$ cat src/shared/usp_defs.svh
/*
 * Constants of the serial port: register offsets, bit positions,
 * reset values, mode codes and bit-timing counts.
 * Assumes inclusion by its bare name from the design files.
 */
// Contract
// - Framing error flag set on a bad stop bit; only a zero write clears it.
// - Control bit 7 shows framing error when select is set, else mode bit.
// - Modes: 00 shift /6, 01 8-bit, 10 9-bit /32 or /16, 11 9-bit.
// - Multiprocessor enable filters frames in modes 2, 3 and 1; not mode 0.
// - Reception happens only while the reception enable bit is set.
// - Modes 2 and 3 send the transmit ninth bit as ninth data bit.
// - Modes 2 and 3 load the received ninth bit into its field.
// - Mode 1 without multiprocessor stores the stop bit; unused in mode 0.
// - Transmit flag sets after bit 8 in mode 0, else at stop start.
// - Mode 0 receive flag sets after bit 8 and stays until cleared.
// - Control register resets to zero and allows single bit access.
// - Internal generator clocks modes 1 and 3, and mode 0 if selected.
// - Double rate bit doubles baud in modes 1, 2, 3; mode 2 uses /16.
// - Generator: 8-bit reload counter, scaled by speed /6, double, 32.
`ifndef USP_DEFS_SVH
`define USP_DEFS_SVH

`define USP_OFF_CTRL      8'h00
`define USP_OFF_BUF       8'h04
`define USP_OFF_BAUD      8'h08
`define USP_OFF_RELOAD    8'h0c
`define USP_OFF_IRQ_ST    8'h10
`define USP_OFF_IRQ_MASK  8'h14
`define USP_OFF_CTRL_SET  8'h18
`define USP_OFF_CTRL_CLR  8'h1c

`define USP_CTRL_SM0      7
`define USP_CTRL_SM1      6
`define USP_CTRL_SM2      5
`define USP_CTRL_REN      4
`define USP_CTRL_TB8      3
`define USP_CTRL_RB8      2
`define USP_CTRL_TI       1
`define USP_CTRL_RI       0

`define USP_BAUD_SRC      0
`define USP_BAUD_SPD      1
`define USP_BAUD_SEL      2
`define USP_BAUD_RUN      3
`define USP_BAUD_DBL      4
`define USP_BAUD_FES      5

`define USP_IRQ_TX        0
`define USP_IRQ_RX        1
`define USP_IRQ_FE        2

`define USP_CTRL_RST      8'h00
`define USP_BAUD_RST      6'h00
`define USP_RELOAD_RST    8'h00
`define USP_IRQ_RST       3'h0

`define USP_MODE0         2'b00
`define USP_MODE1         2'b01
`define USP_MODE2         2'b10

`define USP_M0_HALF_DIV   2'd2
`define USP_PRE_LAST      3'd5
`define USP_CNT_TOP       8'hff
`define USP_SUB_LAST      4'd15
`define USP_SUB_MID       4'd7
`define USP_DATA_BITS     4'd8
`define USP_M0_LAST       4'd7
`define USP_M1_TAIL       4'd9
`define USP_M9_TAIL       4'd10

`endif

$ cat src/shared/usp_pkg.sv
/*
 * Types of the serial port: state enumerations and the state records.
 * Assumes nothing of its surroundings.
 */
package usp_pkg;

    typedef enum logic [1:0] {TX_IDLE, TX_UART, TX_SHIFT} usp_tx_e;
    typedef enum logic [1:0] {RX_IDLE, RX_START, RX_DATA, RX_SHIFT} usp_rx_e;

    typedef struct packed {
        logic [7:0]  scon;
        logic        fe;
        logic [5:0]  bcon;
        logic [7:0]  reload;
        logic [2:0]  irqSt;
        logic [2:0]  irqMask;
        logic [7:0]  rxBuf;
        logic [31:0] rdata;
        logic        slvErr;
        logic [1:0]  divCnt;
        logic        ovfHalf;
        logic        m2Tog;
        usp_tx_e     txSt;
        logic [9:0]  txSh;
        logic [3:0]  txBits;
        logic [3:0]  txSub;
        logic        txLine;
        logic        m0Clk;
        logic        txd;
        logic        rxdOut;
        logic        rxdOeN;
        usp_rx_e     rxSt;
        logic [7:0]  rxSh;
        logic        rxNinth;
        logic [3:0]  rxBits;
        logic [3:0]  rxSub;
        logic        rxPrev;
    } usp_state_s;

    typedef struct packed {
        logic [2:0] pre;
        logic [7:0] cnt;
        logic       ovf;
    } usp_brg_s;

endpackage : usp_pkg

$ cat src/shared/usp_brg_if.sv
/*
 * Link between the serial core and its internal baud generator.
 * Assumes both ends run on the same clock.
 */
`timescale 1ns/1ps
interface usp_brg_if;
    logic [7:0] reload;
    logic       speed;
    logic       run;
    logic       ovf;

    modport gen  (input reload, input speed, input run, output ovf);
    modport user (output reload, output speed, output run, input ovf);
endinterface : usp_brg_if

$ cat src/hw/usp_top.sv
/*
 * Serial port with mode control, multiprocessor filtering, ninth bit,
 * framing error and completion flags, behind an APB slave.
 * Assumes a zero-wait APB master on core_clk and an optional external
 * timer overflow pulse on the same clock.
 */
// Added by the designer: register access over APB and the placing of the registers.
`timescale 1ns/1ps
`include "usp_defs.svh"
module usp_top
    import usp_pkg::*;
(
    input  wire logic        core_clk,
    input  wire logic        rst_n,
    input  wire logic [7:0]  paddr,
    input  wire logic        psel,
    input  wire logic        penable,
    input  wire logic        pwrite,
    input  wire logic [31:0] pwdata,
    output logic      [31:0] prdata,
    output logic             pready,
    output logic             pslverr,
    input  wire logic        timerOvf,
    output logic             txd,
    input  wire logic        rxdIn,
    output logic             rxdOut,
    output logic             rxdOeN,
    output logic             irq
);
    localparam usp_state_s RST_STATE = '{
        scon: `USP_CTRL_RST, bcon: `USP_BAUD_RST, reload: `USP_RELOAD_RST,
        irqSt: `USP_IRQ_RST, irqMask: `USP_IRQ_RST,
        txSt: TX_IDLE, rxSt: RX_IDLE,
        txLine: 1'b1, m0Clk: 1'b1, txd: 1'b1, rxdOut: 1'b1, rxdOeN: 1'b1,
        rxPrev: 1'b1, default: '0};

    usp_state_s q;
    usp_state_s d;
    logic       rxdSync;
    logic [1:0] mode;
    logic       fes;
    logic [7:0] view;
    logic       setup;
    logic       wr;
    logic [7:0] wv;
    logic [7:0] wm;
    logic [2:0] ev;
    logic       m0Half;
    logic       ovfSrc;
    logic       tick13;
    logic       tick;
    logic       startTx;
    logic       accept;
    logic       sm2;
    logic       ren;

    usp_brg_if brgIf ();

    usp_sync uSync
    (
        .core_clk (core_clk),
        .rst_n    (rst_n),
        .din      (rxdIn),
        .dout     (rxdSync)
    );

    usp_brg uBrg
    (
        .core_clk (core_clk),
        .rst_n    (rst_n),
        .bus      (brgIf.gen)
    );

    assign brgIf.reload = q.reload;
    assign brgIf.speed  = q.bcon[`USP_BAUD_SPD];
    assign brgIf.run    = q.bcon[`USP_BAUD_RUN];

    function automatic logic isMapped(input logic [7:0] a);
        return (a[1:0] == 2'b00) && (a[7:5] == 3'b000);
    endfunction : isMapped

    function automatic logic [7:0] applyBits(input logic [7:0] old,
                                             input logic [7:0] val,
                                             input logic [7:0] mask);
        return (old & ~mask) | (val & mask);
    endfunction : applyBits

    always_comb
    begin
        d = q;
        ev = 3'h0;
        accept = 1'b0;
        mode = {q.scon[`USP_CTRL_SM0], q.scon[`USP_CTRL_SM1]};
        fes = q.bcon[`USP_BAUD_FES];
        view = {fes ? q.fe : q.scon[`USP_CTRL_SM0], q.scon[6:0]};
        sm2 = q.scon[`USP_CTRL_SM2];
        ren = q.scon[`USP_CTRL_REN];
        setup = psel & ~penable;
        wr = psel & penable & pwrite;

        // Bit timing: mode 0 uses half-bit ticks, the others 16 per bit.
        d.divCnt = (q.divCnt == `USP_M0_HALF_DIV) ? 2'd0 : q.divCnt + 2'd1;
        m0Half = q.bcon[`USP_BAUD_SRC] ? brgIf.ovf
                                       : (q.divCnt == `USP_M0_HALF_DIV);
        ovfSrc = q.bcon[`USP_BAUD_SEL] ? brgIf.ovf : timerOvf;
        if (ovfSrc)
            d.ovfHalf = ~q.ovfHalf;
        d.m2Tog = ~q.m2Tog;
        tick13 = ovfSrc & (q.bcon[`USP_BAUD_DBL] | q.ovfHalf);
        tick = (mode == `USP_MODE2) ? (q.bcon[`USP_BAUD_DBL] | q.m2Tog)
                                    : tick13;

        // Software writes land first so that hardware events win below.
        wv = pwdata[7:0];
        wm = 8'h00;
        if (wr)
        begin
            case (paddr)
                `USP_OFF_CTRL:     wm = 8'hff;
                `USP_OFF_CTRL_SET:
                begin
                    wm = pwdata[7:0];
                    wv = 8'hff;
                end
                `USP_OFF_CTRL_CLR:
                begin
                    wm = pwdata[7:0];
                    wv = 8'h00;
                end
                `USP_OFF_BAUD:     d.bcon = pwdata[5:0];
                `USP_OFF_RELOAD:   d.reload = pwdata[7:0];
                `USP_OFF_IRQ_ST:   d.irqSt = q.irqSt & ~pwdata[2:0];
                `USP_OFF_IRQ_MASK: d.irqMask = pwdata[2:0];
                default:           ;
            endcase
        end
        d.scon = applyBits(q.scon, wv, wm & {~fes, 7'h7f});
        if (fes & wm[7] & ~wv[7])
            d.fe = 1'b0;
        startTx = wr & (paddr == `USP_OFF_BUF) & (q.txSt == TX_IDLE)
                  & (q.rxSt != RX_SHIFT);

        unique case (q.txSt)
            TX_IDLE:
            begin
                if (startTx && mode == `USP_MODE0)
                begin
                    d.txSt = TX_SHIFT;
                    d.txSh = {2'b00, pwdata[7:0]};
                    d.txBits = `USP_DATA_BITS;
                    d.rxdOut = pwdata[0];
                    d.rxdOeN = 1'b0;
                end
                else if (startTx)
                begin
                    d.txSt = TX_UART;
                    d.txLine = 1'b0;
                    d.txSub = 4'd0;
                    d.txSh = {1'b1, (mode == `USP_MODE1) ? 1'b1
                              : q.scon[`USP_CTRL_TB8], pwdata[7:0]};
                    d.txBits = (mode == `USP_MODE1) ? `USP_M1_TAIL
                                                    : `USP_M9_TAIL;
                end
            end
            TX_UART:
            begin
                if (tick)
                begin
                    d.txSub = q.txSub + 4'd1;
                    if (q.txSub == `USP_SUB_LAST)
                    begin
                        if (q.txBits == 4'd0)
                            d.txSt = TX_IDLE;
                        else
                        begin
                            d.txLine = q.txSh[0];
                            d.txSh = {1'b1, q.txSh[9:1]};
                            d.txBits = q.txBits - 4'd1;
                            if (q.txBits == 4'd1)
                                ev[`USP_IRQ_TX] = 1'b1;
                        end
                    end
                end
            end
            TX_SHIFT:
            begin
                if (m0Half)
                begin
                    d.m0Clk = ~q.m0Clk;
                    // The rising clock edge closes a bit time.
                    if (!q.m0Clk)
                    begin
                        d.txSh = {1'b0, q.txSh[9:1]};
                        d.rxdOut = q.txSh[1];
                        d.txBits = q.txBits - 4'd1;
                        if (q.txBits == 4'd1)
                        begin
                            ev[`USP_IRQ_TX] = 1'b1;
                            d.txSt = TX_IDLE;
                            d.rxdOeN = 1'b1;
                            d.rxdOut = 1'b1;
                        end
                    end
                end
            end
        endcase

        // The edge detector reads the synchroniser output only.
        d.rxPrev = rxdSync;
        unique case (q.rxSt)
            RX_IDLE:
            begin
                if (ren && mode == `USP_MODE0)
                begin
                    if (!q.scon[`USP_CTRL_RI] && q.txSt == TX_IDLE && !startTx)
                    begin
                        d.rxSt = RX_SHIFT;
                        d.rxBits = 4'd0;
                    end
                end
                else if (ren && q.rxPrev && !rxdSync)
                begin
                    d.rxSt = RX_START;
                    d.rxSub = 4'd0;
                end
            end
            RX_START:
            begin
                if (!ren)
                    d.rxSt = RX_IDLE;
                else if (tick)
                begin
                    d.rxSub = q.rxSub + 4'd1;
                    // A start bit that is high again at mid-bit was a glitch.
                    if (q.rxSub == `USP_SUB_MID)
                    begin
                        d.rxSub = 4'd0;
                        d.rxBits = 4'd0;
                        d.rxSt = rxdSync ? RX_IDLE : RX_DATA;
                    end
                end
            end
            RX_DATA:
            begin
                if (!ren)
                    d.rxSt = RX_IDLE;
                else if (tick)
                begin
                    d.rxSub = q.rxSub + 4'd1;
                    if (q.rxSub == `USP_SUB_LAST)
                    begin
                        d.rxBits = q.rxBits + 4'd1;
                        if (q.rxBits < `USP_DATA_BITS)
                            d.rxSh = {rxdSync, q.rxSh[7:1]};
                        else if (q.rxBits == `USP_DATA_BITS
                                 && mode != `USP_MODE1)
                            d.rxNinth = rxdSync;
                        else
                        begin
                            d.rxSt = RX_IDLE;
                            if (!rxdSync)
                            begin
                                d.fe = 1'b1;
                                ev[`USP_IRQ_FE] = 1'b1;
                            end
                            accept = ~q.scon[`USP_CTRL_RI] & (~sm2
                                     | ((mode == `USP_MODE1) ? rxdSync
                                                            : q.rxNinth));
                            if (accept)
                            begin
                                d.rxBuf = q.rxSh;
                                d.scon[`USP_CTRL_RB8] = (mode == `USP_MODE1)
                                    ? rxdSync : q.rxNinth;
                                ev[`USP_IRQ_RX] = 1'b1;
                            end
                        end
                    end
                end
            end
            RX_SHIFT:
            begin
                if (!ren)
                begin
                    d.rxSt = RX_IDLE;
                    d.m0Clk = 1'b1;
                end
                else if (m0Half)
                begin
                    d.m0Clk = ~q.m0Clk;
                    if (!q.m0Clk)
                    begin
                        d.rxSh = {rxdSync, q.rxSh[7:1]};
                        d.rxBits = q.rxBits + 4'd1;
                        if (q.rxBits == `USP_M0_LAST)
                        begin
                            d.rxSt = RX_IDLE;
                            d.rxBuf = {rxdSync, q.rxSh[7:1]};
                            ev[`USP_IRQ_RX] = 1'b1;
                        end
                    end
                end
            end
        endcase

        // Hardware sets win over a software clear in the same cycle.
        if (ev[`USP_IRQ_TX])
            d.scon[`USP_CTRL_TI] = 1'b1;
        if (ev[`USP_IRQ_RX])
            d.scon[`USP_CTRL_RI] = 1'b1;
        d.irqSt = d.irqSt | ev;
        d.txd = ({d.scon[`USP_CTRL_SM0], d.scon[`USP_CTRL_SM1]} == `USP_MODE0)
                ? d.m0Clk : d.txLine;

        if (setup)
        begin
            d.slvErr = ~isMapped(paddr);
            case (paddr)
                `USP_OFF_CTRL:     d.rdata = {24'h0, view};
                `USP_OFF_BUF:      d.rdata = {24'h0, q.rxBuf};
                `USP_OFF_BAUD:     d.rdata = {26'h0, q.bcon};
                `USP_OFF_RELOAD:   d.rdata = {24'h0, q.reload};
                `USP_OFF_IRQ_ST:   d.rdata = {29'h0, q.irqSt};
                `USP_OFF_IRQ_MASK: d.rdata = {29'h0, q.irqMask};
                default:           d.rdata = 32'h0;
            endcase
        end
    end

    always_ff @(posedge core_clk)
    begin
        if (!rst_n)
            q <= RST_STATE;
        else
            q <= d;
    end

    assign prdata  = q.rdata;
    assign pready  = 1'b1;
    assign pslverr = q.slvErr & psel & penable;
    assign txd     = q.txd;
    assign rxdOut  = q.rxdOut;
    assign rxdOeN  = q.rxdOeN;
    assign irq     = |(q.irqSt & q.irqMask);
endmodule : usp_top

$ cat src/hw/usp_sync.sv
/*
 * Two-stage synchroniser for the serial receive pin.
 * Assumes the pin idles high, so both stages reset high.
 */
`timescale 1ns/1ps
module usp_sync
(
    input  wire logic core_clk,
    input  wire logic rst_n,
    input  wire logic din,
    output logic      dout
);
    logic [1:0] q;
    logic [1:0] d;

    always_comb
    begin
        d = {q[0], din};
    end

    always_ff @(posedge core_clk)
    begin
        if (!rst_n)
            q <= 2'h3;
        else
            q <= d;
    end

    assign dout = q[1];
endmodule : usp_sync

$ cat src/hw/usp_brg.sv
/*
 * Internal baud generator: optional divide by six, then an 8-bit
 * counter that reloads on overflow and emits a one-cycle pulse.
 * Assumes the reload value and controls come over the interface.
 */
`timescale 1ns/1ps
`include "usp_defs.svh"
module usp_brg
    import usp_pkg::*;
(
    input  wire logic core_clk,
    input  wire logic rst_n,
    usp_brg_if.gen    bus
);
    usp_brg_s q;
    usp_brg_s d;
    logic     step;

    always_comb
    begin
        d = q;
        d.ovf = 1'b0;
        step = bus.speed | (q.pre == `USP_PRE_LAST);
        if (!bus.run)
        begin
            d.pre = 3'd0;
            d.cnt = bus.reload;
        end
        else
        begin
            d.pre = step ? 3'd0 : q.pre + 3'd1;
            if (step)
            begin
                if (q.cnt == `USP_CNT_TOP)
                begin
                    d.cnt = bus.reload;
                    d.ovf = 1'b1;
                end
                else
                    d.cnt = q.cnt + 8'd1;
            end
        end
    end

    always_ff @(posedge core_clk)
    begin
        if (!rst_n)
            q <= '{pre: 3'd0, cnt: `USP_RELOAD_RST, ovf: 1'b0};
        else
            q <= d;
    end

    assign bus.ovf = q.ovf;
endmodule : usp_brg

$ cat config.mk
export PLATFORM = sky130hd
export DESIGN_NAME = usp_top
export DESIGN_NICKNAME = d
export VERILOG_FILES = /design/src/shared/usp_pkg.sv /design/src/shared/usp_brg_if.sv /design/src/hw/usp_top.sv /design/src/hw/usp_sync.sv /design/src/hw/usp_brg.sv
export VERILOG_INCLUDE_DIRS = /design/src /design/src/shared
export SDC_FILE = /design/constraint.sdc
export NUM_CORES = 1
export LEC_CHECK = 0
export ABC_CLOCK_PERIOD_IN_PS = 2580
export BUFFER_PORTS_ARGS = -buffer_cell sky130_fd_sc_hd__buf_4
export CAP_MARGIN = 10
export CELL_PAD_IN_SITES_DETAIL_PLACEMENT = 0
export CELL_PAD_IN_SITES_GLOBAL_PLACEMENT = 1
export CORE_ASPECT_RATIO = 0.7
export CORE_UTILIZATION = 41
export CTS_BUF_LIST = sky130_fd_sc_hd__clkbuf_8
export CTS_CLUSTER_DIAMETER = 200
export DETAILED_ROUTE_END_ITERATION = 7
export PLACE_DENSITY = 0.75
export SLEW_MARGIN = 25
export SYNTH_ARGS = -nofsm -noshare
export SYNTH_HDL_FRONTEND = slang
export SYNTH_HIERARCHICAL = 1
export SYNTH_SLANG_ARGS = --single-unit
$ cat constraint.sdc
create_clock -name core_clk -period 2.58 [get_ports core_clk]
set_input_delay 0.645 -clock core_clk [delete_from_list [all_inputs] [get_ports core_clk]]
set_output_delay 0.645 -clock core_clk [all_outputs]
set_load 0.05 [all_outputs]
==> results_dict.tcl, run 1 <==
set metrics [dict create \
    status "finished clean" \
    critPathCapture "q[33]" \
    crit_required_ns 2.91 \
    num_vias 5467 \
    postCtsHoldBufs 0 \
    start_util_pct 41.82 \
    dieArea_sq_um 15470 \
    synth_mux_area_share_pct 8.175 \
    r2r-end "q[33]" \
    post_cts.repair.setup_buffers 0 \
    synth_compound_area_share_pct 22.00 \
    cp-start-kind "flop" \
    ff2ff_setup_slack_ns 0.11 \
    synth_area_leaders "dfxtp_1 36%, mux2i_1 6.5%, nor2_1 4.5%" \
    n_antenna_cell 0 \
    r2r_cells 9 \
    rows 37 \
    yosys-top-cells-count "109 x dfxtp_1, 74 x nor2_1, 56 x nand2_1, 40 x mux2i_1, 38 x o21ai_0" \
    timing.hold.ws_ns 0.4143 \
    seq_area_frac_synth_pct 35.56 \
    timing_worst_setup_path_type "flop to flop" \
    ys_ff_latch 109 \
    cts_buffers 9 \
    cts_sinks 109 \
    synth_top_cell_area_share_pct 35.56 \
    finalSetupViolations 0 \
    hold_path.class "flop to flop" \
    synth_xor_area_share_pct 0.9990 \
    finalCritPeriodShare_pct 95.71 \
    ys_warn_count 6 \
    synthSimpleGateAreaFrac_pct 20.47 \
    clock_skew_ns 0.01626 \
    gp_congestion 0.8693 \
    cts_root_buffer "clkbuf_8" \
    port_buffers 35 \
    cts_tree "yes" \
    io-pin-count 85 \
    core_region_area_sq_um 14680 \
    synth.cell_area_sq_um 6137 \
    cp.arrival_ns 2.80 \
    synth-adder-area-share_pct 3.670 \
    final-instance-count-excl-fill 974 \
    timing.rr.start "q[18]" \
    synth_largest_area_cell "dfxtp_1" \
    clock_latency_ns 0.39 \
    pwr_density_cell_nw_per_um2 458.7 \
    dp_cells 957 \
    ys_async_sr_fraction_pct 0 \
    period_minus_slack_ns 2.469 \
    maxCapViolCount 0 \
    dp_hpwl_um 12280 \
    yosysUniqueCellTypes 72 \
    synth_most_common_cell "dfxtp_1" \
    syn_inst 727 \
    postRouteAntennaNets 0 \
    slew_viol_final 0 \
    clock.fmax_ghz 0.4050 \
    grt_pass1_vias 5088 \
    tightest_slew_ns 0.6854 \
    p_leak_uw 0.002658 \
    antenna_found_initial 0 \
    grt_usage_pct 22.02 \
    setup.worst_path.end_class "flop" \
    die_h_um 104.4 \
    finalNetCount 839 \
    avgSynthCellArea_sq_um 8.442 \
    hold_viol 0 \
    grt_max_degree 26 \
    rsz0062_at_grt "no" \
    hold_depth 1 \
    finalWirelength_um 16460 \
    clockBufferDepth 2 \
    synth_top_family_by_area "compound AO/OA/AOI/OAI gates" \
    drive_gt1_share_pct 17.33 \
    yosys_most_used_dff "dfxtp_1" \
    slew_headroom_pct 54.31 \
    grt_pass1_wl_um 26680 \
    area_growth_pct 14.05 \
    drt_iter0_drc 546 \
    die_w_um 148.2 \
    clk_pin_slew_ns 0.10 \
    synth_edf_count 0 \
    drcViolationCount 0 \
    wire_per_inst_um 16.90 \
    cts_max_level 3 \
    ir_drop_mv 0.2471 \
    dr.pass1.iters 5 \
    viasPerCell 5.613 \
    startpoint "q[18]" \
    overflow 0 \
    cp_max_fo 6 \
]
-- power breakdown --
group / internal, uW / switching, uW / total [uW]
registers: 1700 / 9.57 / 1710
clock network: 602 / 601 / 1200
logic: 83.0 / 218 / 301
total: 2380 / 828 / 3210
-- cell type report --
class,instances,area (sq um)
Fill cell,1389,7676
Clock inverter,5,82.58
Timing Repair Buffer,88,714.4
Multi-Input combinational cell,535,3508
Inverter,31,116.4
Tap cell,195,244.0
Sequential cell,109,2182
Clock buffer,11,151.4
-- flip-flops by register name (all words and copies together) (netlist names), named ones only --
name,flops
q,68
uBrg/q,11
brgIf.reload,8
prdata,8
mode,2
uSync/q,2
brgIf.run,1
brgIf.speed,1
fes,1
rxdOeN,1
rxdOut,1
txd,1
uBrg/bus.ovf,1
-- layer usage --
metal	share of wire [%]	wire length, um	track usage [%]	up-vias
met5	0	0	0	-
met4	1.4	230	5.817	0
met3	7.7	1265	4.737	20
met2	40	6526	30.85	212
met1	51	8442	33.38	2572
li1	-	-	-	2663
-- worst min-delay path by stage --
stage | start | slack, ns | endpoint
3_5_place_dp | uSync/q[0] | 0.40 | uSync/q[1]
3_3_place_gp | uSync/q[0] | 0.40 | uSync/q[1]
4_1_cts | rxdIn | 0.41 | uSync/q[0]
6_report | q[47] | 0.41 | q[47]
2_1_floorplan | uSync/q[0] | 0.39 | uSync/q[1]
5_1_grt | q[47] | 0.42 | q[47]
-- through the flow --
stage                     instance area, sq um  setup TNS, ns  util, %  worst slack [ns]  total power, uW
after floorplan                           6223      -0.001663        -         -0.001663             1972
after global placement                    6734         -2.639    45.89           -0.1660             2039
after detailed placement                  6734         -3.339    45.89           -0.2069             2043
after CTS                                 6974              0    47.52           0.07175             3248
after global routing                      6999              0    47.69           0.01084             3338
final                                     6999              0    47.69            0.1107             3210
-- worst max-delay path, cell delays in order (launching register included) --
cell and delay [ns]:
dfxtp_1 0.36, ha_2 0.24, or3b_2 0.49, nor4_4 0.38, nor2_2 0.07, buf_4 0.16, a221oi_4 0.22, clkdlybuf4s15_2 0.30
o21ai_0 0.08, nor2_1 0.10
-- placed cells by master, fill, tap and decap left out, types with 6 or more instances in the layout --
| cell type | n |
|---|---|
| nand3_1 | 33 |
| a221oi_1 | 11 |
| nor2b_1 | 9 |
| buf_4 | 83 |
| a211oi_1 | 10 |
| o31ai_1 | 10 |
| or3_1 | 9 |
| o21a_1 | 10 |
| o21ai_0 | 38 |
| nand2_1 | 56 |
| a21oi_1 | 37 |
| o22ai_1 | 7 |
| nor3_1 | 7 |
| clkbuf_8 | 11 |
| conb_1 | 25 |
| dfxtp_1 | 109 |
| nor2_1 | 74 |
| and2_1 | 6 |
| a21o_1 | 6 |
| a221oi_2 | 6 |
| inv_1 | 30 |
| a22oi_1 | 8 |
| mux2i_1 | 40 |
| nand2b_1 | 8 |
| and3_1 | 10 |
| a31oi_1 | 11 |
| ha_1 | 17 |
-- kinds of logic (layout without fill, tap and decap cells) --
group,after synthesis,count (layout)
compound gates,191,191
xor+xnor,7,7
fa+ha+maj,18,18
buf+inv,106,135
flops,109,109
mux,45,45
other cells,2,25
simple gates,249,249
-- repair_timing --
action | 4_1_cts | 5_1_grt
resized for setup | 1 | 2
pin swaps | 0 | 0
gates cloned | 0 | 1
endpoints found under the setup margin | 4 | 4
(Power assumes the default switching activity.)
==> run 2: changes to the inputs <==
==> constraint.sdc (replaced) <==
create_clock -name core_clk -period 2.58 [get_ports core_clk]
set_input_delay 0.258 -clock core_clk [delete_from_list [all_inputs] [get_ports core_clk]]
set_output_delay 0.258 -clock core_clk [all_outputs]
set_load 0.05 [all_outputs]
==> run 2 against run 1 <==
Net effect: register-to-register slack improved by 0.03 ns; fmax up 1.2%; utilization down 1.6 points; largest cell class unchanged; routed wire length up 0.49%; die area unchanged; combinational power decreased by 4%; flip-flop and latch count unchanged; worst hold slack worse by 0.37 ns; critical path type unchanged; clock power is 7% lower; global-route usage about the same.
==> results_dict.tcl, run 2 (synthesized netlist as in run 1, its figures left out) <==
set metrics [dict create \
    rsz0062_at_grt "no" \
    path_cells "ha_2, or3b_2, nor4_4, buf_4, nor2_2, a221o_1, buf_12, a221oi_1, nor2_1" \
    clock.fmax_ghz 0.4097 \
    slew_viol_final 0 \
    fin_setup_tns_ns 0 \
    clock_latency_ns 0.40 \
    hold_viol 0 \
    clock_skew_ns 0.01841 \
    cts_max_level 3 \
    reg_top3 "q: 68 flops, uBrg/q: 11 flops" \
    cp.arrival_ns 2.74 \
    dr.pass1.iters 5 \
    start_util_pct 41.82 \
    tightest_slew_ns 0.6697 \
    min_from "rxdIn" \
    finalNetCount 816 \
    p_leak_uw 0.002523 \
    slew_headroom_pct 55.26 \
    finalSetupViolations 0 \
    viasPerCell 5.705 \
    timing_worst_setup_path_type "flop to flop" \
    drt_iter0_drc 474 \
    crit_required_ns 2.88 \
    critPathMaxStageDelay_ns 0.48 \
    setup.worst_path.end_class "flop" \
    cts_tree "yes" \
    finalCritPeriodShare_pct 94.60 \
    grt_usage_pct 22.04 \
    io-pin-count 85 \
    die_h_um 104.4 \
    rows 37 \
    postCtsHoldBufs 0 \
    ff2ff_setup_slack_ns 0.14 \
    startpoint "q[18]" \
    overflow 0 \
    grt_pass1_vias 4912 \
    finalWirelength_um 16550 \
    drive_gt1_share_pct 14.81 \
    die_w_um 148.2 \
    critPathCapture "q[35]" \
    num_vias 5425 \
    dp_hpwl_um 12290 \
    ir_drop_mv 0.2619 \
    clockBufferDepth 2 \
    cts_root_buffer "clkbuf_8" \
    maxCapViolCount 0 \
    cp_max_fo 16 \
    period_minus_slack_ns 2.441 \
    top_register "q" \
    grt_max_degree 32 \
    slowest_stage "or3b_2" \
    n_antenna_cell 0 \
    status "finished clean" \
    dieArea_sq_um 15470 \
    r2r_cells 9 \
    wire_per_inst_um 17.40 \
    cts_sinks 109 \
    r2r-end "q[35]" \
    final_cell_mix "109 x dfxtp_1, 74 x nor2_1, 63 x buf_4" \
    port_buffers 35 \
    hold_path.class "primary input to flop" \
    largest_reg_flops 68 \
    cp-start-kind "flop" \
    cts_buffers 9 \
    postRouteAntennaNets 0 \
    gp_congestion 0.8695 \
    grt_pass1_wl_um 26530 \
    timing.rr.start "q[18]" \
    fill_cells 1457 \
    antenna_found_initial 0 \
    area_growth_pct 10.17 \
    clk_pin_slew_ns 0.12 \
    pwr_density_cell_nw_per_um2 460.0 \
    core_region_area_sq_um 14680 \
    drcViolationCount 0 \
    final_common_cell "dfxtp_1" \
    p_total_uw 3110 \
]
run 2: cell types whose count changed in the layout (fill, tap and decap cells not counted):
cell | previous run | this run
clkdlybuf4s15_2 | 1 | 0
inv_6 | 0 | 1
o21ai_0 | 38 | 37
clkinvlp_4 | 0 | 2
clkbuf_8 | 11 | 10
buf_4 | 83 | 63
a221oi_4 | 2 | 1
a221oi_2 | 6 | 7
o21ai_1 | 3 | 4
clkinv_2 | 1 | 0
bufinv_16 | 2 | 1
buf_12 | 4 | 2
run 2: routing by layer:
| metal | vias up | track usage, % | wire (um) |
|---|---|---|---|
| met2 | 165 | 31.52 | 6813 |
| met4 | 0 | 4.934 | 133 |
| met5 | - | 0 | 0 |
| met3 | 13 | 4.868 | 905 |
| li1 | 2621 | - | - |
| met1 | 2626 | 33.11 | 8692 |
run 2: layout make-up:
class / instances / area (sq um) / area share (%)
Timing Repair Buffer: 65 / 513.0 / 7.587
Clock inverter: 6 / 71.32 / 1.055
Tap cell: 195 / 244.0 / 3.608
Sequential cell: 109 / 2182 / 32.27
Multi-Input combinational cell: 535 / 3497 / 51.72
Inverter: 31 / 116.4 / 1.721
Clock buffer: 10 / 137.6 / 2.036
run 2: repair_timing:
action	in CTS	in global routing
buffers inserted	0	1
resized for setup	0	3
setup endpoints to repair	0	7
run 2: how the worst min path moves through the flow:
stage	cells after the start	endpoint	slack (ns)
2_1_floorplan	1	uSync/q[0]	0.33
3_3_place_gp	1	uSync/q[1]	0.39
3_5_place_dp	1	uSync/q[1]	0.40
4_1_cts	2	uSync/q[0]	0.02
5_1_grt	2	uSync/q[0]	0.02
6_report	2	uSync/q[0]	0.05
run 2: metrics by stage:
stage                     std cells  setup WS (ns)  util [%]  hold slack (ns)  cell area (sq um)
after CTS                       950       0.008696     45.96          0.01774               6745
after global placement          934        0.04747     44.54           0.3917               6536
after detailed placement        934        0.03422     44.54           0.3973               6536
after global routing            951        0.01136     46.07          0.01729               6761
final                           951         0.1394     46.07          0.04630               6761
after floorplan                 750         0.2158         -           0.3310               6223
run 2: critical path: cells and delay by family, from the launching register on:
kind,cells,cell delay (ns)
compound gates,2,0.52
fa+ha+maj,1,0.23
buf+inv,2,0.36
flops,1,0.37
simple gates,4,0.87
run 2: power breakdown:
group / leakage, uW / switching (uW) / total [uW] / internal [uW]
registers: 0.000880 / 9.98 / 1710 / 1700
clock network: 0.0000991 / 633 / 1110 / 482
logic: 0.00154 / 217 / 288 / 71.0
